--- config.mk ---
export PLATFORM = sky130hd
export DESIGN_NAME = srmcu_unit
export DESIGN_NICKNAME = d
export VERILOG_FILES = /design/src/logic/srmcu_unit.v
export VERILOG_INCLUDE_DIRS = /design/src /design/src/logic
export SDC_FILE = /design/constraint.sdc
export NUM_CORES = 1
export LEC_CHECK = 0
export ABC_AREA = 1
export BUFFER_PORTS_ARGS = -buffer_cell sky130_fd_sc_hd__buf_2
export CAP_MARGIN = 15
export CORE_MARGIN = 2
export CORE_UTILIZATION = 55
export DETAILED_ROUTE_END_ITERATION = 16
export PLACE_DENSITY_LB_ADDON = 0.08
export RECOVER_POWER = 50
export SYNTH_ARGS = -nofsm -noshare
export SYNTH_HDL_FRONTEND = slang
export SYNTH_SLANG_ARGS = --single-unit
export TNS_END_PERCENT = 1
--- constraint.sdc ---
create_clock -name pclk -period 1.8 [get_ports pclk]
set_input_delay 0.27 -clock pclk [delete_from_list [all_inputs] [get_ports pclk]]
set_output_delay 0.27 -clock pclk [all_outputs]
set_load 0.1 [all_outputs]
--- src/logic/srmcu_defs.vh ---
// constants for the soft reset / machine check exception unit
`ifndef SRMCU_DEFS_VH
`define SRMCU_DEFS_VH
// apb byte offsets
`define SRMCU_OFF_HWCFG      12'h000
`define SRMCU_OFF_SRADDR     12'h004
`define SRMCU_OFF_SRCAUSE    12'h008
`define SRMCU_OFF_MSTATE     12'h00C
`define SRMCU_OFF_STATUS     12'h010
`define SRMCU_OFF_PC         12'h014
// configuration bits (bit 0 is the msb in the documented numbering)
`define SRMCU_CFG_MCPEN      31
`define SRMCU_CFG_PGDIS      30
`define SRMCU_CFG_APCHK      29
`define SRMCU_CFG_DPCHK      28
`define SRMCU_CFG_NHR        16
// machine state bits, msb-0 numbering mapped to lsb-0 positions
`define SRMCU_MS_POW         18
`define SRMCU_MS_ILE         16
`define SRMCU_MS_EE          15
`define SRMCU_MS_PR          14
`define SRMCU_MS_FP          13
`define SRMCU_MS_ME          12
`define SRMCU_MS_FE0         11
`define SRMCU_MS_SE          10
`define SRMCU_MS_BE          9
`define SRMCU_MS_FE1         8
`define SRMCU_MS_IP          6
`define SRMCU_MS_IR          5
`define SRMCU_MS_DR          4
`define SRMCU_MS_PM          2
`define SRMCU_MS_RI          1
`define SRMCU_MS_LE          0
// cause bits in save/restore cause register
`define SRMCU_CS_DMA         21
`define SRMCU_CS_L2DB        20
`define SRMCU_CS_MCP         19
`define SRMCU_CS_TEA         18
`define SRMCU_CS_DPAR        17
`define SRMCU_CS_APAR        16
// reset values
`define SRMCU_RST_HWCFG      32'h0000_0000
`define SRMCU_RST_MSTATE     32'h0000_0040
`define SRMCU_RST_SRCAUSE    32'h0000_0040
`define SRMCU_RST_ZERO       32'h0000_0000
// bits kept on exception entry: interrupt prefix and exception little endian
`define SRMCU_MS_KEEP        32'h0001_0040
// vectors
`define SRMCU_VEC_RESET      32'h0000_0100
`define SRMCU_VEC_MCHK       32'h0000_0200
`define SRMCU_BASE_HIGH      32'hFFF0_0000
// checkstop freeze delay in cycles
`define SRMCU_FREEZE_CYC     2'h2
// states
`define SRMCU_ST_RUN         3'h0
`define SRMCU_ST_DRAIN       3'h1
`define SRMCU_ST_TAKE        3'h2
`define SRMCU_ST_CKWAIT      3'h3
`define SRMCU_ST_CKSTOP      3'h4
`endif

--- src/logic/srmcu_unit.v ---
// soft reset and machine check exception unit with apb registers
`include "srmcu_defs.vh"
module srmcu_unit (
  input  wire        pclk,
  input  wire        presetn,
  input  wire        clk_en,
  input  wire        psel,
  input  wire        penable,
  input  wire        pwrite,
  input  wire [11:0] paddr,
  input  wire [31:0] pwdata,
  output reg  [31:0] prdata,
  output wire        pready,
  output wire        pslverr,
  input  wire        hard_reset_in,
  input  wire        soft_reset_in,
  input  wire        machine_check_pin,
  input  wire        transfer_error_ack,
  input  wire        checkstop_input,
  input  wire        bus_addr_parity_err,
  input  wire        bus_data_parity_err,
  input  wire        l1_parity_err,
  input  wire        l2_double_bit_err,
  input  wire        dma_locked_miss,
  input  wire        dcbz_locked_hit,
  input  wire        completion_empty,
  input  wire [31:0] current_ea,
  output wire        block_completion,
  output wire        discard_stores,
  output wire        parity_gen_disable,
  output reg         vector_valid,
  output reg  [31:0] vector_addr,
  output wire        checkstop,
  output wire        core_freeze
);
  reg [31:0] hw_config_machine_check_enables;
  reg [31:0] save_restore_address;
  reg [31:0] save_restore_cause_state;
  reg [31:0] machine_state;
  reg [2:0]  state;
  reg [2:0]  next_state;
  reg        soft_reset_in_d;
  reg        soft_reset_in_pend;
  reg [5:0]  pend_cause;
  reg [1:0]  freeze_cnt;
  reg        last_was_mchk;
  reg        unrecoverable;
  wire       acc;
  wire       wr;
  wire       rd_ok;
  wire       me;
  wire       soft_reset_in_edge;
  wire       pin_mc;
  wire [5:0] new_cause;
  wire       mc_any;
  wire [31:0] base;
  wire       frozen;

  assign frozen = (state == `SRMCU_ST_CKSTOP);
  assign acc = psel & penable;
  assign pready = 1'b1;
  assign rd_ok = (paddr == `SRMCU_OFF_HWCFG) | (paddr == `SRMCU_OFF_SRADDR) |
                 (paddr == `SRMCU_OFF_SRCAUSE) | (paddr == `SRMCU_OFF_MSTATE) |
                 (paddr == `SRMCU_OFF_STATUS) | (paddr == `SRMCU_OFF_PC);
  assign pslverr = acc & ~rd_ok;
  // registers are frozen in checkstop, writes then ignored
  assign wr = acc & pwrite & rd_ok & ~frozen;
  assign me = machine_state[`SRMCU_MS_ME];
  assign parity_gen_disable = hw_config_machine_check_enables[`SRMCU_CFG_PGDIS];
  assign soft_reset_in_edge = soft_reset_in & ~soft_reset_in_d & ~hard_reset_in;
  assign pin_mc = machine_check_pin & hw_config_machine_check_enables[`SRMCU_CFG_MCPEN];
  // cause gathering; writeback error arrives as tea
  assign new_cause = {
    dma_locked_miss | dcbz_locked_hit,
    l2_double_bit_err | l1_parity_err,
    pin_mc,
    transfer_error_ack,
    bus_data_parity_err & hw_config_machine_check_enables[`SRMCU_CFG_DPCHK],
    bus_addr_parity_err & hw_config_machine_check_enables[`SRMCU_CFG_APCHK]};
  assign mc_any = |new_cause | (|pend_cause);
  assign base = machine_state[`SRMCU_MS_IP] ? `SRMCU_BASE_HIGH : `SRMCU_RST_ZERO;
  assign block_completion = (state == `SRMCU_ST_DRAIN) | (state == `SRMCU_ST_TAKE);
  // stores dropped when machine check taken
  assign discard_stores = (state == `SRMCU_ST_TAKE) & last_was_mchk;
  assign checkstop = (state == `SRMCU_ST_CKWAIT) | frozen;
  assign core_freeze = frozen;

  always @* begin
    next_state = state;
    case (state)
      `SRMCU_ST_RUN: begin
        if (checkstop_input | (mc_any & ~me))
          next_state = `SRMCU_ST_CKWAIT;
        else if (mc_any)
          next_state = `SRMCU_ST_TAKE;
        else if (soft_reset_in_pend)
          next_state = `SRMCU_ST_DRAIN;
      end
      `SRMCU_ST_DRAIN: begin
        if (checkstop_input | (mc_any & ~me))
          next_state = `SRMCU_ST_CKWAIT;
        else if (mc_any | completion_empty)
          next_state = `SRMCU_ST_TAKE;
      end
      `SRMCU_ST_TAKE: next_state = `SRMCU_ST_RUN;
      `SRMCU_ST_CKWAIT: begin
        if (freeze_cnt == `SRMCU_FREEZE_CYC - 2'h1)
          next_state = `SRMCU_ST_CKSTOP;
      end
      `SRMCU_ST_CKSTOP: next_state = `SRMCU_ST_CKSTOP;
      default: next_state = `SRMCU_ST_RUN;
    endcase
  end

  always @(posedge pclk or negedge presetn) begin
    if (!presetn) begin
      state                           <= `SRMCU_ST_RUN;
      soft_reset_in_d                        <= 1'b0;
      soft_reset_in_pend                     <= 1'b0;
      pend_cause                      <= 6'h00;
      freeze_cnt                      <= 2'h0;
      last_was_mchk                   <= 1'b0;
      unrecoverable                   <= 1'b0;
      vector_valid                    <= 1'b0;
      vector_addr                     <= `SRMCU_RST_ZERO;
      hw_config_machine_check_enables <= `SRMCU_RST_HWCFG;
      save_restore_address            <= `SRMCU_RST_ZERO;
      save_restore_cause_state        <= `SRMCU_RST_SRCAUSE;
      machine_state                   <= `SRMCU_RST_MSTATE;
    end else if (hard_reset_in) begin
      // hard reset clears config, flag included
      state                           <= `SRMCU_ST_RUN;
      soft_reset_in_d                        <= 1'b0;
      soft_reset_in_pend                     <= 1'b0;
      pend_cause                      <= 6'h00;
      freeze_cnt                      <= 2'h0;
      last_was_mchk                   <= 1'b0;
      unrecoverable                   <= 1'b0;
      vector_valid                    <= 1'b1;
      vector_addr                     <= `SRMCU_BASE_HIGH | `SRMCU_VEC_RESET;
      hw_config_machine_check_enables <= `SRMCU_RST_HWCFG;
      save_restore_address            <= `SRMCU_RST_ZERO;
      save_restore_cause_state        <= `SRMCU_RST_SRCAUSE;
      machine_state                   <= `SRMCU_RST_MSTATE;
    end else if (clk_en & ~frozen) begin
      state        <= next_state;
      soft_reset_in_d     <= soft_reset_in;
      vector_valid <= 1'b0;
      if (state == `SRMCU_ST_CKWAIT)
        freeze_cnt <= freeze_cnt + 2'h1;
      if (soft_reset_in_edge)
        soft_reset_in_pend <= 1'b1;
      if (state != `SRMCU_ST_TAKE)
        pend_cause <= pend_cause | new_cause;
      if (state == `SRMCU_ST_DRAIN && mc_any)
        unrecoverable <= 1'b1;
      if (wr && paddr == `SRMCU_OFF_HWCFG)
        hw_config_machine_check_enables <= pwdata;
      if (wr && paddr == `SRMCU_OFF_SRADDR)
        save_restore_address <= pwdata;
      if (wr && paddr == `SRMCU_OFF_SRCAUSE)
        save_restore_cause_state <= pwdata;
      // software may set the enable again here
      if (wr && paddr == `SRMCU_OFF_MSTATE)
        machine_state <= pwdata;
      if (state == `SRMCU_ST_RUN || state == `SRMCU_ST_DRAIN) begin
        last_was_mchk <= mc_any;
      end
      if (state == `SRMCU_ST_TAKE) begin
        save_restore_address <= current_ea;
        // ile and ip stay as they were, le takes the exception endianness
        machine_state <= (machine_state & `SRMCU_MS_KEEP) |
                         {31'h0000_0000, machine_state[`SRMCU_MS_ILE]};
        vector_valid <= 1'b1;
        if (last_was_mchk) begin
          save_restore_cause_state <= {10'h000, pend_cause, machine_state[15:0]};
          vector_addr <= base | `SRMCU_VEC_MCHK;
          pend_cause  <= new_cause;
        end else begin
          // recoverable bit kept from state unless drain hit a check
          save_restore_cause_state <= {16'h0000, machine_state[15:2],
                                       machine_state[`SRMCU_MS_RI] & ~unrecoverable,
                                       machine_state[0]};
          vector_addr   <= base | `SRMCU_VEC_RESET;
          soft_reset_in_pend   <= soft_reset_in_edge;
          unrecoverable <= 1'b0;
        end
      end
    end
  end

  always @* begin
    case (paddr)
      `SRMCU_OFF_HWCFG:   prdata = hw_config_machine_check_enables;
      `SRMCU_OFF_SRADDR:  prdata = save_restore_address;
      `SRMCU_OFF_SRCAUSE: prdata = save_restore_cause_state;
      `SRMCU_OFF_MSTATE:  prdata = machine_state;
      `SRMCU_OFF_STATUS:  prdata = {26'h000_0000, checkstop, soft_reset_in_pend, 1'b0, state};
      `SRMCU_OFF_PC:      prdata = {26'h000_0000, pend_cause};
      default:            prdata = `SRMCU_RST_ZERO;
    endcase
  end
endmodule

==> results of run 1 <==
[logic make-up after synthesis]
kind of cell	after synthesis
adder cells (fa/ha/maj)	1
buffers and inverters	170
AND/OR/NAND/NOR	576
AO/OA/AOI/OAI	150
other	2
XOR/XNOR	1
flip-flops	147
[synthesized netlist by cell type, types with 13 or more instances]
| cell type | n | area (um2) |
|---|---|---|
| o21ai_0 | 29 | 145 |
| nand2_1 | 360 | 1350 |
| dfrtp_1 | 145 | 3630 |
| nand3_1 | 99 | 495 |
| nor2_1 | 81 | 304 |
| buf_2 | 25 | 125 |
| a21oi_1 | 61 | 305 |
| inv_1 | 79 | 297 |
| nand4_1 | 18 | 113 |
| o21ai_1 | 16 | 80.1 |
| buf_4 | 36 | 270 |
| o22ai_1 | 13 | 81.3 |
| clkbuf_1 | 13 | 48.8 |
[what timing repair did]
| item | CTS | global route |
|---|---|---|
| hold buffers | 1 | 0 |
| pin swaps | 5 | 6 |
| setup endpoints to repair | 81 | 157 |
| gates resized for setup | 17 | 59 |
| buffers inserted | 1 | 3 |
| endpoints found under the hold margin | 32 | 0 |
[area by class of cell]
class,instances,area (um2)
multi-input cells,747,3790
clock buffers,24,502
fillers,1021,3170
inverters,89,358
flip-flops and latches,147,3680
clock inverters,8,146
well taps,180,225
repair buffers,214,2010
[worst paths after layout]
| path | cells after the start | slack [ns] | to |
|---|---|---|---|
| setup / recovery | 10 | -0.30 | prdata[5] |
| hold reg to reg | 2 | 0.47 | save_restore_cause_state[7] |
| setup reg to reg | 12 | -0.06 | save_restore_address[22] |
| min in group asynchronous | 2 | 0.51 | save_restore_address[7] |
| hold / removal | 3 | 0.05 | hw_config_machine_check_enables[15] |
| max in group asynchronous | 3 | 0.20 | save_restore_address[26] |
[power groups by stage]
stage / Combinational [uW] / Sequential (uW) / Clock, uW
5_1_grt: 2210 / 3980 / 4060
2_1_floorplan: 1310 / 3990 / 0
3_3_place_gp: 1920 / 3950 / 0
6_report: 2050 / 3940 / 3920
4_1_cts: 1990 / 3920 / 3900
3_5_place_dp: 1960 / 3960 / 0
[critical path, stage by stage, from the launching register on]
cell and delay (ns):
dfrtp_1 0.37, inv_2 0.08, nand3_4 0.14, inv_12 0.04, nor2_4 0.09, clkinvlp_4 0.10
nand3_2 0.08, o21ai_2 0.06, nor2_2 0.15, nand3_4 0.11, buf_12 0.18
[routing by layer]
metal  routed length (um)  vias to the layer above  GRT usage
met5                    0                        -          0
met4                  876                        0      0.146
met3                 2080                       82     0.0743
met2                12300                      454      0.568
met1                10100                     3793      0.450
li1                     -                     3678          -
[stage by stage]
step / cell area [um2] / utilization
after floorplan: 8110 / -
after global placement: 9820 / 0.708
after detailed placement: 9820 / 0.708
after CTS: 10500 / 0.759
after global routing: 10700 / 0.771
final: 10700 / 0.771
[sequential cells by signal (all words and copies together) (netlist names)]
signal,cells
freeze_cnt,2
vector_addr,3
pend_cause,6
save_restore_address,32
state,3
save_restore_cause_state,32
last_was_mchk,1
soft_reset_in_d,1
machine_state,32
unrecoverable,1
hw_config_machine_check_enables,32
vector_valid,1
soft_reset_in_pend,1
==> summary.txt, run 1 <==
Power and ir drop
  – Clock share of power: 0.395
  – Logic gate share of total power: 0.207
  – Switching power: 3140 uW
  – Total power: 9920 uW
  – Sequential share of power: 0.398
  – Internal Power: 6770 uW
  – P per Cell Area: 926 mW/mm2
  – Leakage: 0.00538 uW
  – Peak supply drop: 0.000673 V
  – Sw Share: 0.317

Routing
  – Vias: 8007
  – Drc violations: 0
  – Wirelength, routed: 25.4 mm
  – First-pass DRT Iterations: 5
  – Vias/cell: 5.68
  – Iteration-0 DRC Markers: 869
  – WL per Instance: 18.0 um
  – Antenna Nets Post-Route: 0

Setup path
  – CP Capture Type: primary output
  – Crit path kind: reg2out
  – Crit start category: register
  – Worst Setup SP: state[0]
  – Crit Path Max Fanout: 3
  – Critical path data arrival time: 1.83 ns
  – FF-to-FF Start: state[0]
  – Critical Path RT: 1.53 ns

Timing
  – Fmax: 0.475 GHz
  – Slew margin rel.: 0.379
  – Final worst path period share: 1.17
  – Slew Viols, Final: 0
  – Worst-Margin Slew: 0.931 ns
  – Crit path time final: 2.10 ns
  – Layout Skew: 0.00768 ns
  – Setup_tns: -4.71 ns
  – Setup-failing EPs final: 83
  – Setup slack after layout: -0.303 ns
  – RSZ-0062 raised after global routing: yes
  – Worst-case hold slack: 0.0499 ns
  – Hold Violations, Final: 0

Die
  – Starting Density: 0.562
  – Die Wd: 123 um
  – Ports: 166
  – Die height: 123 um
  – Rows: 43
  – DIE AREA: 0.0151 mm2
  – Core area: 0.0139 mm2

Logic synthesis
  – Mapped Area: 0.00780 mm2
  – Post-synth ARST share: 1.00
  – Seq cells post-synth: 147
  – Mux share of post-synthesis cell area: 0
  – Post-Syn Instances: 1047
  – Xor and xnor fraction of the mapped netlist area: 0.00112
  – Main combinational cell family by area after synthesis: simple AND/OR/NAND/NOR gates
  – Simple-Gate Fraction of Synth Area: 0.308
  – Syn Area/Cell: 7.45 um2
  – Compound-Gate Fraction of Synth Area: 0.112
  – Yosys warning total: 0
  – Seq/Total Area, Yosys: 0.472
  – Post-Synth Adder-Cell Area: 0.00160
  – Cell variety after synth: 36
  – EDFF count, synth: 0
  – Dominant synthesized flop cell: dfrtp_1

Global routing
  – GRT Total Usage: 0.348
  – Initial antenna violation count: 0
  – Global route overflow: 0
  – Vias in the first global route: 7834
  – Pin count of the biggest net entering global routing: 42
  – First-pass GRT wire length: 39.8 mm

Run status
  – Outcome: finished, violations left
  – Failing checks: setup timing

Place
  – DPL Wire Length: 17.0 mm
  – Dpl cells: 1373
  – Global placement routability congestion: 0.942
  – Setup WS pre-CTS: -0.158 ns
  – Buffers on Ports: 146

Layout
  – Area Overhead vs Synth: 37.3%
  – Most common cell after layout, fill and taps aside: nand2_1
  – Diode count: 0
  – Final Non-Filler Cells: 1409
  – Layout cells sized above 1: 0.277
  – # nets final: 1311
  – Leading cell types in the layout, fill and taps excluded: 351 x nand2_1, 144 x dfrtp_1, 108 x buf_2

Clock tree
  – H-tree lvl count: 4
  – CTS sink count: 147
  – CTS Root Cell: clkbuf_16
  – CTS tree: built
  – CTS Buffer Depth: 2
  – Clock Latency Late Sink: 0.43 ns
  – TritonCTS Buffers: 17
  – Reg clk slew, reported paths: 0.06 ns

Hold path
  – Class of the worst hold path: in2reg
  – Hold Path Origin: pwdata[15]

Flow run
  – Total of max-cap violations: 0
No activity file was read; power rests on OpenSTA's default activity.
==> run 2, diff against run 1 <==
PLACE_DENSITY = 0.8   (was default)
PLACE_DENSITY_LB_ADDON = default   (was 0.08)
==> summary.txt, run 2 (synthesis gave the netlist of run 1 again) <==
Flow run
  – Total of max-cap violations: 0

Die
  – Rows: 43
  – Core area: 0.0139 mm2
  – Ports: 166
  – Starting Density: 0.562
  – DIE AREA: 0.0151 mm2
  – Die height: 123 um
  – Die Wd: 123 um

Layout
  – Core Util, Final: 0.780
  – Diode count: 0
  – Layout cells sized above 1: 0.278
  – Most common cell after layout, fill and taps aside: nand2_1
  – Leading cell types in the layout, fill and taps excluded: 348 x nand2_1, 144 x dfrtp_1, 108 x buf_2
  – Area Overhead vs Synth: 38.8%
  – # nets final: 1314

Setup path
  – FF-to-FF Start: state[0]
  – Critical path data arrival time: 1.89 ns
  – Crit Path Max Fanout: 3
  – Crit path kind: reg2out
  – Flop2flop setup slack: -0.19 ns
  – Crit start category: register
  – Worst Setup SP: state[0]
  – Critical Path RT: 1.53 ns
  – CP Capture Type: primary output

Global routing
  – Global route overflow: 0
  – Met2 Use GR: 0.597
  – GRT Total Usage: 0.364
  – Initial antenna violation count: 0
  – Vias in the first global route: 8337
  – Pin count of the biggest net entering global routing: 49
  – Most Crowded Layer GR: met2
  – First-pass GRT wire length: 42.0 mm
  – Grt met1 use: 0.456
  – Met3 Track Usage GR: 0.0895

Power and ir drop
  – Leakage: 0.00540 uW
  – P per Cell Area: 928 mW/mm2
  – Peak supply drop: 0.000769 V

Hold path
  – Class of the worst hold path: in2reg
  – Hold Path Origin: pwdata[25]

Run status
  – Failing checks: setup timing
  – Outcome: finished, violations left

Routing
  – Vias/cell: 5.86
  – Antenna Nets Post-Route: 0
  – WL per Instance: 18.5 um
  – First-pass DRT Iterations: 6
  – Wirelength, routed: 26.1 mm
  – Drc violations: 0
  – Vias: 8264
  – Iteration-0 DRC Markers: 973

Timing
  – Fmax: 0.462 GHz
  – Hold Violations, Final: 0
  – Final worst path period share: 1.20
  – Setup slack after layout: -0.363 ns
  – Slew margin rel.: 0.259
  – Setup_tns: -13.99 ns
  – Worst-Margin Slew: 1.11 ns
  – Slew Viols, Final: 0
  – Crit path time final: 2.16 ns
  – RSZ-0062 raised after global routing: yes
  – Layout Skew: 0.00782 ns
  – Setup-failing EPs final: 118

Clock tree
  – TritonCTS Buffers: 17
  – CTS Root Cell: clkbuf_16
  – CTS tree: built
  – CTS sink count: 147
  – H-tree lvl count: 4
  – CTS Buffer Depth: 2
  – Reg clk slew, reported paths: 0.06 ns
  – Clock Latency Late Sink: 0.43 ns

Place
  – DPL Wire Length: 16.9 mm
  – Global placement routability congestion: 0.924
  – Buffers on Ports: 146
run 2: stage by stage:
stage                     cell area (um2)  instances  hold WS, ns  worst slack, ns  power [uW]
after detailed placement             9850       1372        0.219           -0.179        5900
after CTS                           10700       1407       0.0394           -0.372        9950
after global routing                10800       1411       0.0513           -0.408       10400
final                               10800       1411       0.0416           -0.363       10000
after floorplan                      8110       1064      -0.0256           -0.428        5300
after global placement               9850       1372        0.213           -0.133        5840
run 2: path summary, 6_finish.rpt:
kind                       cells past startpoint                             endpoint
max                                            9                            prdata[5]
min                                            3  hw_config_machine_check_enables[25]
max reg2reg                                   11                    machine_state[29]
min reg2reg                                    2          save_restore_cause_state[6]
max in group asynchronous                      3         save_restore_cause_state[17]
min in group asynchronous                      2              save_restore_address[7]
run 2: power by group:
part / total (uW) / internal, uW / switching (uW)
clock: 4030 / 2620 / 1410
combinational: 2070 / 578 / 1500
sequential: 3940 / 3690 / 247
run 2: layout make-up:
type | instances | area, um2
tap | 180 | 225
multi-input combinational | 747 | 3830
inverter | 89 | 360
clock inverter | 11 | 208
fill | 925 | 3060
sequential | 147 | 3680
clock buffer | 20 | 447
timing repair buffer | 217 | 2070
run 2: repair_timing:
item,CTS,global route
buffers inserted,5,4
setup endpoints to repair,107,159
endpoints found under the hold margin,35,0
hold buffers,1,0
pin swaps,14,16
gates resized for setup,39,40
run 2: critical path, cell delays in order, from the launching register on:
cell and delay, ns:
dfrtp_1 0.39, inv_2 0.12, nor3_4 0.07, nor2_4 0.12, clkinvlp_4 0.13, nand3_4 0.11, o21ai_2 0.06, nor2_2 0.16
nand3_4 0.10, buf_12 0.18
run 2: layer usage:
metal | vias up | routed length, um
met5 | - | 0
met4 | 0 | 877
met3 | 98 | 2900
met2 | 579 | 12800
met1 | 3891 | 9570
li1 | 3696 | -
==> run 3, diff against run 2 <==
ABC_AREA = 0   (was 1)
CELL_PAD_IN_SITES_DETAIL_PLACEMENT = 1   (was default)
CELL_PAD_IN_SITES_GLOBAL_PLACEMENT = 1   (was default)
CORE_UTILIZATION = 43   (was 55)
PLACE_DENSITY = default   (was 0.8)
PLACE_DENSITY_LB_ADDON = 0.1   (was default)
==> summary.txt, run 3 <==
Run status
  – Outcome: finished, violations left
  – Failing checks: setup timing

Timing
  – RSZ-0062 raised after global routing: yes
  – Worst-Margin Slew: 1.37 ns
  – Slew Viols, Final: 0
  – Layout Skew: 0.00693 ns
  – Fmax: 0.399 GHz
  – Slew margin rel.: 0.0869
  – Setup-failing EPs final: 140
  – Final worst path period share: 1.39
  – Setup_tns: -45.83 ns
  – Hold Violations, Final: 0
  – Setup slack after layout: -0.707 ns
  – Crit path time final: 2.51 ns

Routing
  – Iteration-0 DRC Markers: 464
  – Wirelength, routed: 31.9 mm
  – Vias/cell: 5.87
  – WL per Instance: 24.1 um
  – Drc violations: 0
  – Antenna Nets Post-Route: 0
  – Vias: 7767
  – First-pass DRT Iterations: 6

Clock tree
  – Reg clk slew, reported paths: 0.06 ns
  – TritonCTS Buffers: 17
  – CTS Buffer Depth: 2
  – Clock Latency Late Sink: 0.42 ns
  – CTS tree: built
  – CTS Root Cell: clkbuf_16
  – H-tree lvl count: 4
  – Post-CTS Setup Inserts: 0
  – CTS sink count: 147

Global routing
  – First-pass GRT wire length: 49.5 mm
  – Initial antenna violation count: 1
  – GRT Total Usage: 0.315
  – Global route overflow: 0
  – Most Crowded Layer GR: met2
  – Met3 Track Usage GR: 0.0619
  – Pin count of the biggest net entering global routing: 106
  – Vias in the first global route: 8557
  – Grt met1 use: 0.405
  – Met2 Use GR: 0.542

Logic synthesis
  – Mapped Area: 0.00848 mm2
  – Top-count cell post-synth: dfrtp_1
  – Ranking of synthesized cells by area: dfrtp_1 43%, a21oi_1 5.8%, mux2i_1 5.7%
  – Dominant synthesized flop cell: dfrtp_1
  – EDFF count, synth: 0
  – Yosys warning total: 0
  – Seq cells post-synth: 147
  – Top post-synthesis cells by count: 145 x dfrtp_1, 121 x nand2_1, 98 x a21oi_1
  – Post-synth top area share: 0.428
  – Cell variety after synth: 71
  – Post-synth ARST share: 1.00
  – Yosys top cell by area: dfrtp_1
  – Syn Area/Cell: 9.79 um2
  – Seq/Total Area, Yosys: 0.434
  – Post-Syn Instances: 866

Place
  – Setup WS pre-CTS: -0.625 ns
  – Buffers on Ports: 146
  – Dpl cells: 1291
  – Post-DP Area: 0.0107 mm2
  – Global placement routability congestion: 0.871
  – DPL Wire Length: 21.2 mm

Layout
  – Area Overhead vs Synth: 34.7%
  – Most common cell after layout, fill and taps aside: dfrtp_1
  – Area of the multi-input gates: 0.00448 mm2
  – Final Non-Filler Cells: 1323
  – Fill count: 2128
  – Storage cell area: 0.00368 mm2
  – Diode count: 0
  – # nets final: 1141
  – Layout cells sized above 1: 0.383
  – Leading cell types in the layout, fill and taps excluded: 145 x dfrtp_1, 120 x nand2_1, 107 x buf_2
  – Post-route cell area: 0.0114 mm2

Power and ir drop
  – Sw Share: 0.317
  – Leakage: 0.00525 uW
  – Peak supply drop: 0.000678 V
  – Clock share of power: 0.375
  – Total power: 9490 uW
  – Logic gate share of total power: 0.225
  – Sequential share of power: 0.400
  – P per Cell Area: 831 mW/mm2
  – Internal Power: 6480 uW
  – Switching power: 3010 uW

Setup path
  – Crit start category: register
  – CP Capture Type: primary output
  – Critical Path RT: 1.53 ns
  – Crit path kind: reg2out
  – Critical path data arrival time: 2.24 ns
  – Crit Path Max Fanout: 4

Die
  – Die height: 144 um
  – Die Wd: 144 um
  – Core area: 0.0194 mm2
  – Rows: 51
  – Ports: 166
  – DIE AREA: 0.0209 mm2
  – Starting Density: 0.437

Flow run
  – Total of max-cap violations: 0

Hold path
  – Class of the worst hold path: in2reg
[run 3: power groups by stage]
stage          combinational (uW)  sequential (uW)  clock (uW)
4_1_cts                      2110             3780        3580
3_3_place_gp                 1970             3810           0
6_report                     2140             3790        3560
2_1_floorplan                1300             3820           0
5_1_grt                      2260             3820        3740
3_5_place_dp                 2030             3830           0
[run 3: repair_timing]
| action | 4_1_cts | 5_1_grt |
|---|---|---|
| endpoints found under the hold margin | 47 | 0 |
| resized for setup | 44 | 13 |
| setup endpoints to repair | 177 | 154 |
| hold buffers | 1 | 0 |
| pin swaps | 13 | 11 |
[run 3: worst paths after layout]
kind	start	to	slack, ns	depth (start not counted)
worst max-delay path	state[1]	prdata[5]	-0.71	7
worst min-delay path	soft_reset_in	soft_reset_in_d	0.11	3
worst max register to register	state[1]	save_restore_address[13]	-0.38	6
worst min register to register	vector_addr[8]	vector_addr[8]	0.50	2
max in group asynchronous	presetn	save_restore_cause_state[6]	0.12	3
min in group asynchronous	presetn	freeze_cnt[1]	0.70	2
[run 3: routing by layer]
metal	wire length, um	part of all wire	vias to the layer above
li1	-	-	3409
met1	13500	0.42	4028
met2	16100	0.50	281
met3	1700	0.053	47
met4	593	0.019	2
met5	13	0.00041	-
[run 3: kinds of logic after synthesis]
logic type | after synthesis | share of synthesized area
buf+inv | 125 | 0.0765
mux | 132 | 0.185
simple gates | 245 | 0.139
fa+ha+maj | 1 | 0.00148
xor+xnor | 3 | 0.00310
flops | 147 | 0.434
other cells | 2 | 0.000886
compound gates | 211 | 0.160
[run 3: cell type report]
type,instances,area share
Sequential cell,147,0.322
Inverter,28,0.00953
Timing Repair Buffer,241,0.196
Clock buffer,20,0.0391
Tap cell,265,0.0290
Clock inverter,11,0.0113
Multi-Input combinational cell,611,0.393
[run 3: through the flow]
stage	util	hold slack, ns
floorplan	-	-0.0256
global placement	0.549	0.282
detailed placement	0.549	0.286
CTS	0.588	0.0950
global route	0.589	0.106
finish	0.589	0.109
[run 3: critical path: stages (launching register included)]
cell and delay [ns]:
dfrtp_1 0.38, or3b_4 0.43, buf_6 0.16, clkinvlp_4 0.07
nor3_1 0.05, a2111o_1 0.35, a21oi_4 0.18, buf_12 0.19
